$ cat src/sptp_defs.svh
`ifndef SPTP_DEFS_SVH
`define SPTP_DEFS_SVH
// register indices; byte address is four times the index
`define SPTP_IDX_PAT_CTRL 10'd64
`define SPTP_IDX_ERR_CNT 10'd65
`define SPTP_IDX_RST_OVR 10'd66
`define SPTP_IDX_PWR_OVR 10'd67
`define SPTP_IDX_IRQ_STS 10'd68
`define SPTP_IDX_IRQ_EN 10'd69
`define SPTP_IDX_IRQ_CLR 10'd70
// pattern_test_control fields
`define SPTP_PAT_CHK 6
`define SPTP_PAT_TYP_HI 3
`define SPTP_PAT_TYP_LO 2
`define SPTP_PAT_LPBK 1
`define SPTP_PAT_GEN 0
`define SPTP_PAT_WMASK 8'h4f
`define SPTP_TYP_PRBS7 2'b00
`define SPTP_TYP_PRBS11 2'b01
`define SPTP_TYP_PRBS23 2'b10
`define SPTP_TYP_PRBS31 2'b11
// phy_reset_override fields
`define SPTP_RST_RXCLKDN 7
`define SPTP_RST_TXCLKDN 6
`define SPTP_RST_RXPLLRST 5
`define SPTP_RST_TXPLLRST 4
`define SPTP_RST_RXINIT 3
`define SPTP_RST_TXINIT 2
`define SPTP_RST_RXHIZ 1
`define SPTP_RST_TXHIZ 0
`define SPTP_RST_WMASK 8'hff
// phy_power_override fields
`define SPTP_PWR_RXPD 0
`define SPTP_PWR_WMASK 8'h01
// reset values and counter codes
`define SPTP_REG_RESET 8'h00
`define SPTP_CNT_RESET 8'h00
`define SPTP_CNT_SAT 8'hfe
`define SPTP_CNT_UNLOCK 8'hff
// interrupt status bits
`define SPTP_IRQ_ERR 0
`define SPTP_IRQ_SAT 1
`define SPTP_IRQ_UNLOCK 2
`define SPTP_IRQ_BITS 3
// axi responses
`define SPTP_RESP_OKAY 2'b00
`define SPTP_RESP_SLVERR 2'b10
// generator seed after stop
`define SPTP_SEED 31'h7fffffff
`endif

$ cat src/sptp_pkg.sv
package sptp_pkg;
  typedef logic [1:0] sptp_prbs_typ_t;
  typedef struct packed {
    logic rxClkDown;
    logic txClkDown;
    logic rxPllRst;
    logic txPllRst;
    logic rxPllInit;
    logic txPllInit;
    logic rxHiz;
    logic txHiz;
    logic rxPwrDn;
    logic nearLoop;
  } sptp_phy_ctrl_t;
endpackage

$ cat src/sptp_lane_ctrl.sv
// Local design decisions: the placing of the registers and the AXI4-Lite slave port.
`timescale 1ns/1ps
`default_nettype none
`include "sptp_defs.svh"
// Notes on behaviour
// [RULE1] checker compares received data when enabled
// [RULE2] type field picks PRBS7/11/23/31 for both
// [RULE3] near-end loopback feeds transmit into receiver
// [RULE4] generator sends pattern only while bit set
// [RULE5] read-only eight-bit error counter, resets zero
// [RULE6] clearing checker enable clears the counter
// [RULE7] counter saturates at 254, never wraps
// [RULE8] value 255 means clock recovery unlocked
// [RULE9] software waits or times out on 255
// [RULE10] all-zero received stream counts as errors
// [RULE11] control writes take effect at once
// [RULE12] receive clock-down stops receive path
// [RULE13] transmit clock-down stops transmit path; code freezes only the running generator, txUserData still passes
// [RULE14] receive PLL held reset while bit set
// [RULE15] transmit PLL held reset while bit set
// [RULE16] init bits reinitialise the PLL settings
// [RULE17] high-impedance bits float the drivers
// [RULE18] receive power-down forces receive PMA down
module sptp_lane_ctrl
  import sptp_pkg::*;
#(
  parameter int W = 16,
  parameter int ADDR_W = 12
) (
  input wire logic sys_clk,
  input wire logic rst_n,
  input wire logic [ADDR_W-1:0] s_axi_awaddr,
  input wire logic s_axi_awvalid,
  output logic s_axi_awready,
  input wire logic [31:0] s_axi_wdata,
  input wire logic [3:0] s_axi_wstrb,
  input wire logic s_axi_wvalid,
  output logic s_axi_wready,
  output logic [1:0] s_axi_bresp,
  output logic s_axi_bvalid,
  input wire logic s_axi_bready,
  input wire logic [ADDR_W-1:0] s_axi_araddr,
  input wire logic s_axi_arvalid,
  output logic s_axi_arready,
  output logic [31:0] s_axi_rdata,
  output logic [1:0] s_axi_rresp,
  output logic s_axi_rvalid,
  input wire logic s_axi_rready,
  input wire logic [W-1:0] txUserData,
  output logic [W-1:0] txData,
  input wire logic [W-1:0] rxData,
  input wire logic rxValid,
  input wire logic cdrLocked,
  output sptp_phy_ctrl_t phyCtrl,
  output logic irq
);
  localparam int WARM = (31 + W - 1) / W;

  generate
    if (W < 1 || W > 64 || ADDR_W < 12) begin : g_badParam
      $error("sptp_lane_ctrl: W must be 1..64 and ADDR_W at least 12");
    end
  endgenerate

  function automatic logic tapBit(input logic [30:0] h, input sptp_prbs_typ_t typ);
    case (typ)
      `SPTP_TYP_PRBS7: tapBit = h[6] ^ h[5];
      `SPTP_TYP_PRBS11: tapBit = h[10] ^ h[8];
      `SPTP_TYP_PRBS23: tapBit = h[22] ^ h[17];
      default: tapBit = h[30] ^ h[27];
    endcase
  endfunction

  function automatic logic [30:0] lenMask(input sptp_prbs_typ_t typ);
    case (typ)
      `SPTP_TYP_PRBS7: lenMask = 31'h0000007f;
      `SPTP_TYP_PRBS11: lenMask = 31'h000007ff;
      `SPTP_TYP_PRBS23: lenMask = 31'h007fffff;
      default: lenMask = 31'h7fffffff;
    endcase
  endfunction

  function automatic logic [9:0] regIdx(input logic [ADDR_W-1:0] a);
    regIdx = a[11:2];
  endfunction

  logic [7:0] patCtrl_ff, rstOvr_ff, pwrOvr_ff, errCnt_ff;
  logic [`SPTP_IRQ_BITS-1:0] irqSts_ff, irqEn_ff;
  logic lockMeta_ff, lockSync_ff;
  logic [30:0] genSt_ff, chkH_ff;
  logic [W-1:0] txData_ff;
  logic [$clog2(WARM+1)-1:0] warm_ff;
  logic irq_ff;

  wire logic patChk = patCtrl_ff[`SPTP_PAT_CHK];
  wire logic patGen = patCtrl_ff[`SPTP_PAT_GEN];
  wire logic patLoop = patCtrl_ff[`SPTP_PAT_LPBK];
  wire sptp_prbs_typ_t patTyp = patCtrl_ff[`SPTP_PAT_TYP_HI:`SPTP_PAT_TYP_LO]; // RULE2

  // cdr lock comes from the analog side, so synchronise it
  always_ff @(posedge sys_clk) begin
    if (!rst_n) begin
      lockMeta_ff <= 1'b0;
      lockSync_ff <= 1'b0;
    end else begin
      lockMeta_ff <= cdrLocked;
      lockSync_ff <= lockMeta_ff;
    end
  end

  // ---------------- axi4-lite write path ----------------
  logic awRdy_ff, wRdy_ff, bValid_ff, awHave_ff, wHave_ff;
  logic [ADDR_W-1:0] awAddr_ff;
  logic [31:0] wData_ff;
  logic [3:0] wStrb_ff;
  logic [1:0] bResp_ff;
  wire logic doWrite = awHave_ff && wHave_ff && !bValid_ff;
  wire logic [9:0] wIdx = regIdx(awAddr_ff);
  wire logic wLane0 = doWrite && wStrb_ff[0];

  always_ff @(posedge sys_clk) begin
    if (!rst_n) begin
      awRdy_ff <= 1'b0;
      awHave_ff <= 1'b0;
      awAddr_ff <= '0;
    end else if (s_axi_awvalid && awRdy_ff) begin
      awRdy_ff <= 1'b0;
      awHave_ff <= 1'b1;
      awAddr_ff <= s_axi_awaddr;
    end else if (doWrite) begin
      awHave_ff <= 1'b0;
    end else if (!awHave_ff && !bValid_ff) begin
      awRdy_ff <= 1'b1;
    end
  end

  always_ff @(posedge sys_clk) begin
    if (!rst_n) begin
      wRdy_ff <= 1'b0;
      wHave_ff <= 1'b0;
      wData_ff <= '0;
      wStrb_ff <= '0;
    end else if (s_axi_wvalid && wRdy_ff) begin
      wRdy_ff <= 1'b0;
      wHave_ff <= 1'b1;
      wData_ff <= s_axi_wdata;
      wStrb_ff <= s_axi_wstrb;
    end else if (doWrite) begin
      wHave_ff <= 1'b0;
    end else if (!wHave_ff && !bValid_ff) begin
      wRdy_ff <= 1'b1;
    end
  end

  always_ff @(posedge sys_clk) begin
    if (!rst_n) begin
      bValid_ff <= 1'b0;
      bResp_ff <= `SPTP_RESP_OKAY;
    end else if (doWrite) begin
      bValid_ff <= 1'b1;
      bResp_ff <= (wIdx >= `SPTP_IDX_PAT_CTRL && wIdx <= `SPTP_IDX_IRQ_CLR) ?
                  `SPTP_RESP_OKAY : `SPTP_RESP_SLVERR;
    end else if (s_axi_bready) begin
      bValid_ff <= 1'b0;
    end
  end

  // writes land on the next edge, traffic or not
  always_ff @(posedge sys_clk) begin
    if (!rst_n) begin
      patCtrl_ff <= `SPTP_REG_RESET;
      rstOvr_ff <= `SPTP_REG_RESET;
      pwrOvr_ff <= `SPTP_REG_RESET;
      irqEn_ff <= '0;
    end else if (wLane0) begin
      if (wIdx == `SPTP_IDX_PAT_CTRL)
        patCtrl_ff <= wData_ff[7:0] & `SPTP_PAT_WMASK; // RULE11
      if (wIdx == `SPTP_IDX_RST_OVR)
        rstOvr_ff <= wData_ff[7:0] & `SPTP_RST_WMASK;
      if (wIdx == `SPTP_IDX_PWR_OVR)
        pwrOvr_ff <= wData_ff[7:0] & `SPTP_PWR_WMASK;
      if (wIdx == `SPTP_IDX_IRQ_EN)
        irqEn_ff <= wData_ff[`SPTP_IRQ_BITS-1:0];
    end
  end

  // ---------------- axi4-lite read path ----------------
  logic arRdy_ff, rValid_ff;
  logic [31:0] rData_ff;
  logic [1:0] rResp_ff;
  wire logic [9:0] rIdx = regIdx(s_axi_araddr);

  always_ff @(posedge sys_clk) begin
    if (!rst_n) begin
      arRdy_ff <= 1'b0;
      rValid_ff <= 1'b0;
      rData_ff <= '0;
      rResp_ff <= `SPTP_RESP_OKAY;
    end else if (s_axi_arvalid && arRdy_ff) begin
      arRdy_ff <= 1'b0;
      rValid_ff <= 1'b1;
      rResp_ff <= `SPTP_RESP_OKAY;
      case (rIdx)
        `SPTP_IDX_PAT_CTRL: rData_ff <= {24'h000000, patCtrl_ff};
        `SPTP_IDX_ERR_CNT: rData_ff <= {24'h000000, errCnt_ff};
        `SPTP_IDX_RST_OVR: rData_ff <= {24'h000000, rstOvr_ff};
        `SPTP_IDX_PWR_OVR: rData_ff <= {24'h000000, pwrOvr_ff};
        `SPTP_IDX_IRQ_STS: rData_ff <= {29'h00000000, irqSts_ff};
        `SPTP_IDX_IRQ_EN: rData_ff <= {29'h00000000, irqEn_ff};
        `SPTP_IDX_IRQ_CLR: rData_ff <= 32'h00000000;
        default: begin
          rData_ff <= 32'h00000000;
          rResp_ff <= `SPTP_RESP_SLVERR;
        end
      endcase
    end else if (rValid_ff && s_axi_rready) begin
      rValid_ff <= 1'b0;
    end else if (!rValid_ff) begin
      arRdy_ff <= 1'b1;
    end
  end

  // ---------------- pattern generator ----------------
  // frozen while the transmit clock is down or its pll is reset
  wire logic txRun = !rstOvr_ff[`SPTP_RST_TXCLKDN] && !rstOvr_ff[`SPTP_RST_TXPLLRST]; // RULE13
  logic [30:0] nxt_genSt;
  logic [W-1:0] nxt_genWord;

  always_comb begin
    nxt_genSt = genSt_ff;
    nxt_genWord = '0;
    // bit 0 of the word is sent first
    for (int i = 0; i < W; i++) begin
      nxt_genWord[i] = tapBit(nxt_genSt, patTyp); // RULE2
      nxt_genSt = {nxt_genSt[29:0], nxt_genWord[i]};
    end
  end

  always_ff @(posedge sys_clk) begin
    if (!rst_n) begin
      genSt_ff <= `SPTP_SEED;
      txData_ff <= '0;
    end else if (!patGen) begin
      genSt_ff <= `SPTP_SEED;
      txData_ff <= txUserData; // RULE4
    end else if (txRun) begin
      genSt_ff <= nxt_genSt;
      txData_ff <= nxt_genWord; // RULE4
    end
  end

  // ---------------- pattern checker ----------------
  // loopback replaces the line input with our own transmit word
  wire logic [W-1:0] rxIn = patLoop ? txData_ff : rxData; // RULE3
  wire logic rxInValid = patLoop ? 1'b1 : rxValid;
  wire logic rxRun = !rstOvr_ff[`SPTP_RST_RXCLKDN] && !pwrOvr_ff[`SPTP_PWR_RXPD] &&
                     !rstOvr_ff[`SPTP_RST_RXPLLRST]; // RULE12 RULE18
  wire logic chkStep = patChk && lockSync_ff && rxRun && rxInValid; // RULE1
  logic [30:0] nxt_chkH;
  logic nxt_mis;

  always_comb begin
    nxt_chkH = chkH_ff;
    nxt_mis = 1'b0;
    for (int i = 0; i < W; i++) begin
      nxt_mis = nxt_mis | (tapBit(nxt_chkH, patTyp) != rxIn[i]);
      nxt_chkH = {nxt_chkH[29:0], rxIn[i]};
    end
  end

  // an all-zero window is the stuck state of the sequence
  wire logic wordErr = nxt_mis || ((nxt_chkH & lenMask(patTyp)) == 31'h00000000); // RULE10
  wire logic warmDone = (warm_ff == WARM[$bits(warm_ff)-1:0]);
  wire logic cntErr = chkStep && warmDone && wordErr;

  // history must refill before mismatches mean anything
  always_ff @(posedge sys_clk) begin
    if (!rst_n) begin
      chkH_ff <= '0;
      warm_ff <= '0;
    end else if (!patChk || !lockSync_ff) begin
      warm_ff <= '0;
    end else if (chkStep) begin
      chkH_ff <= nxt_chkH;
      if (!warmDone)
        warm_ff <= warm_ff + 1'b1;
    end
  end

  always_ff @(posedge sys_clk) begin
    if (!rst_n) begin
      errCnt_ff <= `SPTP_CNT_RESET; // RULE5
    end else if (!patChk) begin
      errCnt_ff <= `SPTP_CNT_RESET; // RULE6
    end else if (!lockSync_ff) begin
      errCnt_ff <= `SPTP_CNT_UNLOCK; // RULE8
    end else if (errCnt_ff == `SPTP_CNT_UNLOCK) begin
      errCnt_ff <= `SPTP_CNT_RESET;
    end else if (cntErr && errCnt_ff < `SPTP_CNT_SAT) begin
      errCnt_ff <= errCnt_ff + 8'h01; // RULE5 RULE7
    end
  end

  // ---------------- interrupts ----------------
  logic [`SPTP_IRQ_BITS-1:0] irqEv, irqClr;
  always_comb begin
    irqEv = '0;
    irqEv[`SPTP_IRQ_ERR] = cntErr;
    irqEv[`SPTP_IRQ_SAT] = patChk && lockSync_ff && errCnt_ff == `SPTP_CNT_SAT;
    irqEv[`SPTP_IRQ_UNLOCK] = patChk && !lockSync_ff;
    irqClr = (wLane0 && wIdx == `SPTP_IDX_IRQ_CLR) ? wData_ff[`SPTP_IRQ_BITS-1:0] : '0;
  end

  // set beats clear in the same cycle
  always_ff @(posedge sys_clk) begin
    if (!rst_n) begin
      irqSts_ff <= '0;
      irq_ff <= 1'b0;
    end else begin
      irqSts_ff <= (irqSts_ff & ~irqClr) | irqEv;
      irq_ff <= |(irqSts_ff & irqEn_ff);
    end
  end

  // ---------------- outputs ----------------
  assign phyCtrl.rxClkDown = rstOvr_ff[`SPTP_RST_RXCLKDN]; // RULE12
  assign phyCtrl.txClkDown = rstOvr_ff[`SPTP_RST_TXCLKDN]; // RULE13
  assign phyCtrl.rxPllRst = rstOvr_ff[`SPTP_RST_RXPLLRST]; // RULE14
  assign phyCtrl.txPllRst = rstOvr_ff[`SPTP_RST_TXPLLRST]; // RULE15
  assign phyCtrl.rxPllInit = rstOvr_ff[`SPTP_RST_RXINIT]; // RULE16
  assign phyCtrl.txPllInit = rstOvr_ff[`SPTP_RST_TXINIT]; // RULE16
  assign phyCtrl.rxHiz = rstOvr_ff[`SPTP_RST_RXHIZ]; // RULE17
  assign phyCtrl.txHiz = rstOvr_ff[`SPTP_RST_TXHIZ]; // RULE17
  assign phyCtrl.rxPwrDn = pwrOvr_ff[`SPTP_PWR_RXPD]; // RULE18
  assign phyCtrl.nearLoop = patLoop; // RULE3
  assign txData = txData_ff;
  assign irq = irq_ff;
  assign s_axi_awready = awRdy_ff;
  assign s_axi_wready = wRdy_ff;
  assign s_axi_bvalid = bValid_ff;
  assign s_axi_bresp = bResp_ff;
  assign s_axi_arready = arRdy_ff;
  assign s_axi_rvalid = rValid_ff;
  assign s_axi_rdata = rData_ff;
  assign s_axi_rresp = rResp_ff;
endmodule
`default_nettype wire

$ cat config.mk
export PLATFORM = sky130hd
export DESIGN_NAME = sptp_lane_ctrl
export DESIGN_NICKNAME = d
export VERILOG_FILES = /design/src/sptp_pkg.sv /design/src/sptp_lane_ctrl.sv
export VERILOG_INCLUDE_DIRS = /design/src
export SDC_FILE = /design/constraint.sdc
export NUM_CORES = 1
export LEC_CHECK = 0
export ABC_CLOCK_PERIOD_IN_PS = 3340
export BUFFER_PORTS_ARGS = -buffer_cell sky130_fd_sc_hd__buf_4
export CORE_MARGIN = 10
export CORE_UTILIZATION = 45
export DETAILED_ROUTE_END_ITERATION = 7
export PLACE_DENSITY = 0.67
export SYNTH_ARGS = -nofsm -noshare
export SYNTH_HDL_FRONTEND = slang
export SYNTH_SLANG_ARGS = --single-unit
$ cat constraint.sdc
create_clock -name sys_clk -period 3.34 [get_ports sys_clk]
set_clock_uncertainty 0.1 [all_clocks]
set_input_delay 0.334 -clock sys_clk [delete_from_list [all_inputs] [get_ports sys_clk]]
set_output_delay 0.334 -clock sys_clk [all_outputs]
set_load 0.02 [all_outputs]
==> reports/metrics.cfg <==
[outcome]
outcome=finished clean

[sta]
slew_headroom=0.531
report.final.slew_viol_count=0
tns_ns=0
setup_violations=0
fmax_mhz=313
fin_crit_sh=0.956
timing.final.ws_setup_ns=0.147
hold_viol=0
rsz0062_at_grt=no
tightest_slew_ns=0.704
min_period_ns=3.19

[pwr]
total_power_mw=4.21
max-vdd-ir-drop_mv=0.346
total_leakage_power_nw=4.40
p_per_area_nw_per_um2=399

[cts]
htree_num_levels=4
clock_path_buffers=2
cts_resized=0
tritoncts=yes
postCtsHoldBufs=0
clkLatencyLatePin_ns=0.43
cts_setup_buffers=0
clock-sinks=147
root_buffer=clkbuf_16
cts_buffers=17
clk_transition_reported_paths_ns=0.06

[worst_setup_path]
end_kind=register
criticalPathCategory=reg2reg
crit_required_ns=3.59
timing.rr.end=errCnt_ff[5]$_SDFFE_PN0P_
rr_startpoint=patCtrl_ff[1]$_SDFFE_PN0P_
cp.arrival_ns=3.44
cp_max_fo=18
reg2regPathDepth=10
r2r_slack_ns=0.15
setup.worst_path.start_class=register

[final_layout]
drive_gt1_frac=0.190
area_delta_synth_final_pct=17.4
final_nets=1244

[logic_synthesis]
synth_cell_type_count=71
yosysMostFrequentCell=nand2_1
synth.avg_cell_area_um2=8.38
synth_top_area_share=0.328
syn_area_um2=8980
ys_seq_area_frac=0.328
synthTopCellsByArea=dfxtp_1 33%, nand2_1 7.9%, xnor2_1 7.6%
synth_common_cells=189 x nand2_1, 147 x dfxtp_1, 78 x xnor2_1, 76 x xor2_1, 58 x clkbuf_1
synth_edf_count=0
yosysWarnings=0
synthFlopType=dfxtp_1
ys_ff_latch=147
async_flop_share=0
syn_inst=1071
synth.largest_area_cell=dfxtp_1

[placement]
portBuffers=111
dp_hpwl_um=19200
dp_slack_ns=0.226
place_congestion=0.940

[min_path]
hp-class=in2reg
min_path_cells=2
min_from=cdrLocked
min_to=lockMeta_ff$_SDFF_PN0_

[detailed_routing]
via_per_inst=5.39
ant_nets=0
dr.pass1.iters=5
drt_iter0_markers=503
num_vias=7646
drc=0
wl_um=25500
wl_per_cell_um=17.9

[global_route]
grt_overflow=0
grt_pass1_vias=7524
antenna_found_initial=1
grt_max_degree=47
grt_usage=0.192
grt_pass1_wl_um=41200

[die]
rows=51
start_util=0.460
core_area_um2=19500
dieArea_um2=26000
pin_count=169
die_w_um=161
die_h_um=161

[job]
drv_cap=0

-- worst max-delay path, stage by stage (launching register included) --
cell and delay, ns:
dfxtp_2 0.60, buf_12 0.21, and2b_1 0.21, a21oi_1 0.14, nand2_1 0.09, o211a_1 0.21
nor4_1 0.59, a31oi_4 0.26, and4_4 0.26, mux2_2 0.26, a211oi_2 0.16
-- metrics by stage --
stage / instance area [um^2] / instances / util / hold slack [ns]
floorplan: 9070 / 1096 / - / 0.312
global placement: 9910 / 1386 / 0.507 / 0.324
detailed placement: 9910 / 1386 / 0.507 / 0.322
CTS: 10500 / 1418 / 0.540 / 0.00980
global route: 10500 / 1419 / 0.540 / 0.0250
finish: 10500 / 1419 / 0.540 / 0.0180
-- cell type report --
cell class / count / area, um^2
antenna: 1 / 2.50
fill: 1860 / 8980
clock inverter: 15 / 208
clock buffer: 17 / 425
tap: 265 / 332
multi-input combinational: 813 / 5450
timing repair buffer: 151 / 1150
inverter: 10 / 37.5
sequential: 147 / 2950
-- cells in the final DEF (no fill, tap or decap), types with 7 or more instances in the layout --
| master | synthesis | routed |
|---|---|---|
| a21oi_1 | 35 | 35 |
| clkbuf_16 | 0 | 17 |
| conb_1 | 1 | 26 |
| a211oi_1 | 8 | 8 |
| a21boi_0 | 47 | 47 |
| nor2b_1 | 32 | 32 |
| o22ai_1 | 10 | 10 |
| a31oi_1 | 7 | 7 |
| inv_1 | 10 | 10 |
| mux4_2 | 12 | 12 |
| buf_4 | 32 | 150 |
| mux2i_1 | 46 | 46 |
| o211ai_1 | 19 | 19 |
| nor3_1 | 10 | 10 |
| nor2_1 | 36 | 35 |
| xnor2_1 | 78 | 78 |
| nand3_1 | 24 | 24 |
| o211a_1 | 16 | 16 |
| o21ai_0 | 42 | 42 |
| nor4_1 | 9 | 8 |
| dfxtp_1 | 147 | 144 |
| xor2_1 | 76 | 76 |
| and2_1 | 13 | 13 |
| nand2_1 | 189 | 189 |
| a22oi_1 | 9 | 9 |
-- flip-flops by register name, summed over array words and instances, names as in the netlist, 5 cells and up --
register	flops
errCnt_ff	8
chkH_ff	31
awAddr_ff	10
s_axi_rdata	8
patCtrl_ff	5
txData	16
rstOvr_ff	8
wData_ff	8
genSt_ff	31
-- worst max path at each step --
stage          depth (start not counted)                        from  slack, ns                         to
3_3_place_gp                          10  patCtrl_ff[1]$_SDFFE_PN0P_       0.27  errCnt_ff[5]$_SDFFE_PN0P_
5_1_grt                               10  patCtrl_ff[1]$_SDFFE_PN0P_       0.04  errCnt_ff[3]$_SDFFE_PN0P_
3_5_place_dp                          10  patCtrl_ff[1]$_SDFFE_PN0P_       0.23  errCnt_ff[5]$_SDFFE_PN0P_
2_1_floorplan                         11     chkH_ff[4]$_SDFFE_PN0P_       0.60  errCnt_ff[5]$_SDFFE_PN0P_
4_1_cts                               10  patCtrl_ff[1]$_SDFFE_PN0P_       0.22  errCnt_ff[5]$_SDFFE_PN0P_
6_report                              10  patCtrl_ff[1]$_SDFFE_PN0P_       0.15  errCnt_ff[5]$_SDFFE_PN0P_
-- report_power, final --
group | internal (mW) | switching [mW] | total, mW
clock network | 1.15 | 0.878 | 2.03
registers | 1.78 | 0.0407 | 1.82
logic | 0.165 | 0.191 | 0.356
total | 3.10 | 1.11 | 4.21
-- routing by layer --
| metal | part of all wire | track usage |
|---|---|---|
| met2 | 0.50 | 0.330 |
| met1 | 0.44 | 0.243 |
| met3 | 0.046 | 0.0310 |
| met4 | 0.019 | 0.0529 |
| met5 | 0 | 0 |
-- cells by family (layout without fill, tap and decap cells) --
kind of cell	after synthesis	count (layout)	synth area share
other	1	27	0.000418
buffers and inverters	136	193	0.0775
adder cells (fa/ha/maj)	3	3	0.00418
multiplexers	63	63	0.0892
AND/OR/NAND/NOR	346	346	0.180
flip-flops	147	147	0.328
XOR/XNOR	154	154	0.150
AO/OA/AOI/OAI	221	221	0.171
Note: power is estimated with default switching activity, not from simulation.
